===== config.mk =====
export PLATFORM = sky130hd
export DESIGN_NAME = gpib_remote_status_control
export DESIGN_NICKNAME = d
export VERILOG_FILES = /design/src/gpib_rsc_pkg.sv /design/src/gpib_remote_status_control.sv
export SDC_FILE = /design/constraint.sdc
export NUM_CORES = 1
export LEC_CHECK = 0
export BUFFER_PORTS_ARGS = -buffer_cell sky130_fd_sc_hd__buf_4
export CAP_MARGIN = 15
export CELL_PAD_IN_SITES_DETAIL_PLACEMENT = 1
export CELL_PAD_IN_SITES_GLOBAL_PLACEMENT = 1
export CORE_ASPECT_RATIO = 1.75
export CORE_MARGIN = 2
export CORE_UTILIZATION = 30
export CTS_BUF_LIST = sky130_fd_sc_hd__clkbuf_4 sky130_fd_sc_hd__clkbuf_8
export CTS_CLUSTER_DIAMETER = 150
export DETAILED_ROUTE_END_ITERATION = 10
export GPL_TIMING_DRIVEN = 0
export PLACE_DENSITY = 0.94
export SLEW_MARGIN = 20
export SYNTH_ARGS = -nofsm -noshare
export SYNTH_HDL_FRONTEND = slang
export SYNTH_SLANG_ARGS = --single-unit

===== constraint.sdc =====
create_clock -name clk_i -period 2.1 [get_ports clk_i]
set_input_delay 0.105 -clock clk_i [delete_from_list [all_inputs] [get_ports clk_i]]
set_output_delay 0.105 -clock clk_i [all_outputs]
set_load 0.05 [all_outputs]

===== src/gpib_rsc_pkg.sv =====
// Constants for the bus remote, status and service request control block
`default_nettype none
package gpib_rsc_pkg;
  // Status word field positions
  localparam int unsigned STAT_W = 8;
  localparam int unsigned STAT_REQ_SVC_BIT = 6;
  localparam int unsigned STAT_ERR_BIT = 5;
  localparam int unsigned STAT_BUSY_BIT = 4;
  localparam int unsigned STAT_ZERO_BIT = 3;
  // Reset values
  localparam logic RST_SRQ_EN = 1'b0;
  localparam logic RST_HDR_EN = 1'b0;
  localparam logic RST_FLAG = 1'b0;
  // Value written by a device clear into the enable settings
  localparam logic CLR_ENABLE_VAL = 1'b0;

  typedef enum logic [1:0] {
    MODE_LOCAL = 2'b01,
    MODE_REMOTE = 2'b10
  } rl_mode_t;
endpackage : gpib_rsc_pkg
`default_nettype wire


===== src/gpib_remote_status_control.sv =====
// Remote/local, device clear, trigger, service request and status word control
`timescale 1ns/1ps
`default_nettype none
module gpib_remote_status_control
  import gpib_rsc_pkg::*;
(
  input wire logic clk_i, // 250 MHz clock
  input wire logic rst_n_i, // Synchronous reset, active low
  input wire logic ifc_i, // Interface clear pulse
  input wire logic ren_i, // Remote enable message true (line low)
  input wire logic my_listen_addr_i, // Own listen address received, pulse
  input wire logic my_talk_addr_i, // Own talk address received, pulse
  input wire logic unlisten_i, // Unlisten received, pulse
  input wire logic untalk_i, // Untalk received, pulse
  input wire logic dcl_i, // Universal device clear, pulse
  input wire logic sdc_i, // Selective device clear, pulse
  input wire logic gtl_i, // Go to local, pulse
  input wire logic get_i, // Group execute trigger, pulse
  input wire logic srq_enable_wr_i, // Service request enable code decoded
  input wire logic srq_enable_val_i, // Its value
  input wire logic header_wr_i, // Header output code decoded
  input wire logic header_val_i, // Its value
  input wire logic trigger_cmd_i, // Manual trigger code decoded
  input wire logic zero_open_cmd_i, // Open zero correction code decoded
  input wire logic zero_short_cmd_i, // Short zero correction code decoded
  input wire logic condition_query_i, // Status query code decoded
  input wire logic serial_poll_i, // Status word sent in a serial poll, pulse
  input wire logic meas_done_i, // Measurement finished, pulse
  input wire logic zero_done_i, // Zero correction finished, pulse
  input wire logic zero_fail_i, // With zero_done_i: value too large
  input wire logic key_i, // Front panel key press, pulse
  input wire logic key_is_err_reset_i, // That key is error reset
  output logic srq_o, // Service request line asserted
  output logic [STAT_W-1:0] status_byte_o, // Status word
  output logic remote_o, // Remote indicator
  output logic listener_o, // Addressed as listener
  output logic talker_o, // Addressed as talker
  output logic srq_enable_o, // Service request enable setting
  output logic header_enable_o, // Header output setting
  output logic meas_start_o, // Start measurement, pulse
  output logic zero_open_start_o, // Start open correction, pulse
  output logic zero_short_start_o, // Start short correction, pulse
  output logic clear_error_o, // Reset error, pulse
  output logic flush_tx_o, // Empty transmit buffer, pulse
  output logic flush_rx_o, // Empty receive buffer, pulse
  output logic setup_exit_o, // Force setup mode exit, pulse
  output logic key_accept_o, // Panel key passed on, pulse
  output logic bus_codes_enable_o // Program codes executed
);

  ////////////////////////////////////////////////////////////////////////////
  // Addressing
  logic listener, talker, next_listener, next_talker;
  logic dev_clear, status_read;

  always_comb begin
    next_listener = listener;
    next_talker = talker;
    if (my_listen_addr_i) next_listener = 1'b1;
    if (unlisten_i) next_listener = 1'b0;
    if (my_talk_addr_i) begin
      next_talker = 1'b1;
      next_listener = 1'b0;
    end
    if (untalk_i) next_talker = 1'b0;
    if (my_listen_addr_i && !my_talk_addr_i) next_talker = 1'b0;
    if (ifc_i) begin
      next_listener = 1'b0;
      next_talker = 1'b0;
    end
  end

  always_ff @(posedge clk_i) begin
    if (!rst_n_i) begin
      listener <= 1'b0;
      talker <= 1'b0;
    end else begin
      listener <= next_listener;
      talker <= next_talker;
    end
  end

  assign dev_clear = dcl_i || (sdc_i && listener);
  assign listener_o = listener;
  assign talker_o = talker;

  ////////////////////////////////////////////////////////////////////////////
  // Remote / local
  rl_mode_t mode, next_mode;
  logic is_remote, go_remote;

  assign go_remote = ren_i && my_listen_addr_i;

  always_comb begin
    next_mode = mode;
    unique case (mode)
      MODE_LOCAL: begin
        if (go_remote) next_mode = MODE_REMOTE;
      end
      MODE_REMOTE: begin
        if (!ren_i || (gtl_i && listener)) next_mode = MODE_LOCAL;
      end
      default: next_mode = MODE_LOCAL;
    endcase
  end

  always_ff @(posedge clk_i) begin
    if (!rst_n_i) mode <= MODE_LOCAL;
    else mode <= next_mode;
  end

  assign is_remote = (mode == MODE_REMOTE);
  assign remote_o = is_remote;
  assign bus_codes_enable_o = is_remote;
  assign setup_exit_o = (mode == MODE_LOCAL) && go_remote;
  assign key_accept_o = key_i && (!is_remote || key_is_err_reset_i);

  ////////////////////////////////////////////////////////////////////////////
  // Settings written by program codes
  logic srq_en, hdr_en, next_srq_en, next_hdr_en;

  always_comb begin
    next_srq_en = srq_en;
    next_hdr_en = hdr_en;
    if (is_remote && srq_enable_wr_i) next_srq_en = srq_enable_val_i;
    if (is_remote && header_wr_i) next_hdr_en = header_val_i;
    if (dev_clear) begin
      next_srq_en = CLR_ENABLE_VAL;
      next_hdr_en = CLR_ENABLE_VAL;
    end
  end

  always_ff @(posedge clk_i) begin
    if (!rst_n_i) begin
      srq_en <= RST_SRQ_EN;
      hdr_en <= RST_HDR_EN;
    end else begin
      srq_en <= next_srq_en;
      hdr_en <= next_hdr_en;
    end
  end

  assign srq_enable_o = srq_en;
  assign header_enable_o = hdr_en;
  assign clear_error_o = dev_clear;
  assign flush_tx_o = dev_clear;
  assign flush_rx_o = dev_clear;

  ////////////////////////////////////////////////////////////////////////////
  // Measurement and zero correction tracking
  logic meas_run, zero_run, trig_wait;
  logic next_meas_run, next_zero_run, next_trig_wait;
  logic trig_req, zero_req, busy;

  assign busy = meas_run || zero_run;
  // Bus trigger needs remote and listener; a running job blocks it
  assign trig_req = ((get_i && listener) || trigger_cmd_i) && is_remote && !busy;
  assign zero_req = (zero_open_cmd_i || zero_short_cmd_i) && is_remote && !busy;

  always_comb begin
    next_meas_run = meas_run;
    next_zero_run = zero_run;
    next_trig_wait = trig_wait;
    if (trig_req) begin
      next_meas_run = 1'b1;
      next_trig_wait = 1'b1;
    end
    if (zero_req) next_zero_run = 1'b1;
    if (meas_done_i) next_meas_run = 1'b0;
    if (zero_done_i) next_zero_run = 1'b0;
    if (meas_done_i || dev_clear) next_trig_wait = 1'b0;
  end

  always_ff @(posedge clk_i) begin
    if (!rst_n_i) begin
      meas_run <= 1'b0;
      zero_run <= 1'b0;
      trig_wait <= 1'b0;
    end else begin
      meas_run <= next_meas_run;
      zero_run <= next_zero_run;
      trig_wait <= next_trig_wait;
    end
  end

  always_ff @(posedge clk_i) begin
    if (!rst_n_i) begin
      meas_start_o <= 1'b0;
      zero_open_start_o <= 1'b0;
      zero_short_start_o <= 1'b0;
    end else begin
      meas_start_o <= trig_req;
      zero_open_start_o <= zero_req && zero_open_cmd_i;
      zero_short_start_o <= zero_req && !zero_open_cmd_i;
    end
  end

  ////////////////////////////////////////////////////////////////////////////
  // Status word and service request
  logic request_service_flag, next_request_service_flag;
  logic err, zend, next_err, next_zend, srq_event;

  // Poll clears only while a request is pending
  assign status_read = (condition_query_i && is_remote) ||
    (serial_poll_i && request_service_flag);
  assign srq_event = srq_en && ((meas_done_i && trig_wait) || zero_done_i);

  always_comb begin
    next_request_service_flag = request_service_flag;
    next_err = err;
    next_zend = zend;
    if (dev_clear || status_read) begin
      next_request_service_flag = 1'b0;
      next_err = 1'b0;
      next_zend = 1'b0;
    end
    if (zero_req) next_zend = 1'b0;
    if (zero_done_i && !zero_fail_i) next_err = 1'b0;
    // Events win over a clear in the same cycle
    if (srq_event) next_request_service_flag = 1'b1;
    if (zero_done_i && zero_fail_i) next_err = 1'b1;
    if (zero_done_i) next_zend = 1'b1;
  end

  always_ff @(posedge clk_i) begin
    if (!rst_n_i) begin
      request_service_flag <= RST_FLAG;
      err <= RST_FLAG;
      zend <= RST_FLAG;
    end else begin
      request_service_flag <= next_request_service_flag;
      err <= next_err;
      zend <= next_zend;
    end
  end

  always_comb begin
    status_byte_o = '0;
    status_byte_o[STAT_REQ_SVC_BIT] = request_service_flag;
    status_byte_o[STAT_ERR_BIT] = err;
    status_byte_o[STAT_BUSY_BIT] = busy;
    status_byte_o[STAT_ZERO_BIT] = zend;
  end

  assign srq_o = request_service_flag;
endmodule : gpib_remote_status_control
`default_nettype wire


* Yosys cells after proc, flatten, opt, wreduce, memory -nomap -nowiden
Cells that the tools add are included.
** Cells by class
- Reduce and logical (&&, ||, !) cells :: 47
- $add $sub $neg :: 0
- Multiplexer cells :: 9
- Bitwise logic cells :: 1
- Equality and inequality tests :: 4
- Shift operators :: 0
- Multipliers :: 0
- Div/mod/pow operators :: 0
- Magnitude comparators :: 0
** Operator list (number)
- $logic_and A1 B1 Y1 :: 21
- $logic_or A1 B1 Y1 :: 10
- $reduce_or A2 Y1 :: 4
- $reduce_or A4 Y1 :: 2
- $logic_not A1 Y1 :: 6
- $mux W1 :: 6
- $reduce_bool A3 Y1 :: 2
- $mux W2 :: 2
- $pmux W2 S2 :: 1
- $eq A2 B1 Y1 const B :: 1
- $eq A2 B2 Y1 const B :: 1
- $ne A2 B1 Y1 const B :: 1
- $ne A2 B2 Y1 const B :: 1
- $reduce_and A2 Y1 :: 1
- $reduce_bool A2 Y1 :: 1
- $not A1 Y1 :: 1
** Word-level totals
- Memory bits (writable) :: 0
- Bits of input ports :: 26
- Latch bits :: 0
- ROM bits :: 0
- Bits in registers :: 15
- Memories :: 0

* Depth between registers and ports, before layout
- Depth after elaboration :: 7
- Gate-level depth with buffers :: 4
- Depth with buffers taken out :: 4

* Worst setup path after synthesis
Ideal clock, no wire load.
- Kind :: reg-to-reg
- From :: register mode[0]
- To :: register mode[0]
- Stages on the path, launching flop included :: 4
- Data arrival time :: 1.765 ns
- Path slack :: 0.152 ns
- Clock period less this slack :: 1.948 ns
- Required time :: 1.916 ns
- Cells stage by stage :: dfxtp_1 > nand2_1 > nor3_1 > o21ai_0
** Between the ends
- Word-level cells in the longest chain between the ends :: 3
- Elaborated cells between the ends (all ways) :: 6
** RTL lines
- from (decl) :: line gpib_remote_status_control.sv:89 : rl_mode_t mode, next_mode;
- from (signal assigned) :: line gpib_remote_status_control.sv:109 : else mode <= next_mode;
- $eq A2 B1 Y1 or $eq A2 B2 Y1 (tied branches) :: line gpib_remote_status_control.sv:96 : unique case (mode)
- $ne A2 B2 Y1 (no line) or $ne A2 B1 Y1 (tied branches)
- $reduce_and A2 Y1 (no line)
Parallel ways exist; a longest one is shown, timed or not.
A chain may end at the register's enable or synchronous reset.

* Worst setup path in the final report
- From :: register mode[0]
- To :: output setup_exit_o
** Between the ends
- Word-level cells in the longest chain between the ends :: 2
** RTL lines
- $eq A2 B1 Y1 :: line gpib_remote_status_control.sv:115 : assign setup_exit_o = (mode == MODE_LOCAL) && go_remote;
- $logic_and A1 B1 Y1 :: line gpib_remote_status_control.sv:115
- to (decl) :: line gpib_remote_status_control.sv:46 : output logic setup_exit_o,
No other way between the ends.

==> impl_results.md <==
* Outcome: finished clean
* Yosys warns at 0
* Post-synth ARST share at 0%
* Row count at 23
* CP Capture Type: output pin
* Worst hold path type: primary input to register
* Power Total at 0.696 mW
* CTS max path bufs at 2
* H-tree Lvls at 1
* DRT iter0 DRCs at 2
* DP Worst Slack at 0.800 ns
* Post-synth top area share at 43.2%
* Fmax at 698 MHz
* Fin util at 49.7%
* Crit path DAT at 1.33 ns
* Worst r2r dst: zend
* Synth top area cells: dfxtp_1, buf_4, a21oi_1
* Total CTS buffers at 3
* CP max FO at 3
* Final hold slack at 0.00873 ns
* Die Area at 2730 sq um
* Clock sinks at 15
* Starting Density at 30.9%
* DR pass1 iterations at 4
* Initial antenna violation count at 0
* Vias at 722
* Drt drc at 0
* Pwr/cell area at 624 nW/um^2
* Placed Instances at 150
* Lkg Pwr at 0.587 nW
* Post-synth top area cell: dfxtp_1
* Worst hold stages at 2
* P&R area growth vs syn at 60.7%
* DR WL/cell at 13.8 microns
* Clock skew at 0.00188 ns
* Placed cell areas at 1070 sq um
* Resize count post-CTS at 0
* Nets at 156
* Total grt overflow at 0
* Pins Over Slew Limit at 0
* DRT antenna net count at 0
* Number of flip-flops in the largest register at 2
* CP required at 2.00 ns
* WS Path Type: register to output pin
* IO Count at 49
* Post-Layout Cell Count at 154
* Core Footprint at 2240 sq um
* Height of the die at 67.6 microns
* Final period utilization at 68.2%
* Syn_area_per_cell at 8.90 sq um
* Max-Cap Viols at 0
* Vias in the first global route at 729
* IO Port Bufs at 44
* Cells after Synth at 78
* Most flops, register: mode
* Flop2flop setup slack at 0.79 ns
* Worst setup margin at 0.667 ns
* Die width at 40.4 microns
* Storage cell area at 300 sq um
* CP startpoint: mode[0]
* Seq/Total Area, Yosys at 43.2%
* Routed WL at 2.12 mm
* CP startpoint kind: register
* Root Buffer: clkbuf_8
* Final worst path period need at 1.43 ns
* Main synth FF type: dfxtp_1
* N_diodes at 0
* Worst-path clk slew at 0.06 ns
* Hold path endpoint: talker_o
* Largest net degree at the start of global routing at 11
* Synthesis-stage register bit count at 15
* R2R Path Start: listener_o
* GPL Wtd Cong at 0.767
* Final Cell Area at 1120 sq um
* Commonest cells in the netlist: dfxtp_1, buf_4, a21oi_1, nand2_1, inv_1
* Footprint of the multi-input gates at 297 sq um
* Setup-failing EPs final at 0
* Maximum VDD drop at 0.000410 V
* Worst reg-to-reg path cell count at 4
* Setup TNS at 0 ns
* Clock Latency Late Sink at 0.26 ns
* Count of cell types in the netlist at 27
* Synth Cell Area at 694 sq um
* Post-CTS Hold Buffers at 0
* RSZ-0062 raised after global routing: no
* Post-CTS Setup Bufs at 0
* CTS tree: built
* Most common cell in the synthesized netlist: dfxtp_1
* Fill cell count at 289
* Layout cells sized above 1 at 50.4%
* Final Hold Vio Count at 0
* Vias per inst at 4.69
* Detailed Place HPWL at 1.82 mm
* EDFF count, synth at 0
* Overall Global Routing Usage at 17.9%
* First-pass GRT wire length at 3.17 mm
* HP Start: untalk_i
==> area by class of cell <==
type	count	area share, %
repair buffers	44	29.6
flip-flops and latches	15	26.9
multi-input cells	48	26.6
plain buffers	12	7.74
clock buffers	4	4.37
well taps	25	2.80
inverters	6	2.02
==> critical path, cell delays in order (launching register included) <==
cell and delay (ns):
dfxtp_1 0.39, nand2_1 0.08, nor3_1 0.32, buf_4 0.28
==> cells by family after synthesis <==
kind of cell	share of synthesized area (%)
AND/OR/NAND/NOR	22.7
AO/OA/AOI/OAI	17.8
buffers and inverters	15.7
flip-flops	43.2
other	0.540
==> power by group <==
| part | total [mW] | switching [mW] | internal, mW | leakage (nW) |
|---|---|---|---|---|
| Clock | 0.257 | 0.109 | 0.148 | 0.0262 |
| Sequential | 0.294 | 0.00425 | 0.290 | 0.122 |
| Combinational | 0.145 | 0.0828 | 0.0625 | 0.439 |
==> layer usage <==
layer	track usage [%]	vias up	wire length, microns
met5	0	-	0
met4	11.3	0	57
met3	4.61	5	165
met2	31.7	35	1220
met1	16.7	328	682
li1	-	354	-
==> cell usage in the layout (no fill, tap or decap) <==
cell,instances
nor4_1,1
o31ai_2,1
o21a_1,3
a21o_1,1
inv_2,1
or2_2,1
a21oi_1,7
o211a_1,1
nor3b_1,1
conb_1,4
nor2_1,1
nor3_1,3
clkbuf_8,3
nor4b_4,1
buf_4,55
a221o_1,1
and3_2,1
nand2b_1,1
dfxtp_1,15
clkbuf_4,1
and3b_1,1
nand2b_4,1
nand3_1,4
and3_1,2
o22ai_1,1
nand2_1,7
o21ai_0,4
clkbuf_1,1
inv_1,5
==> worst max-delay path by stage <==
stage	slack [ns]	end	cells past startpoint
after floorplan	0.15	mode[0]	3
after global placement	0.84	zend	4
after detailed placement	0.80	zend	4
after CTS	0.67	setup_exit_o	3
after global routing	0.57	setup_exit_o	3
final	0.67	setup_exit_o	3
Power figures use the tool's default switching activity.
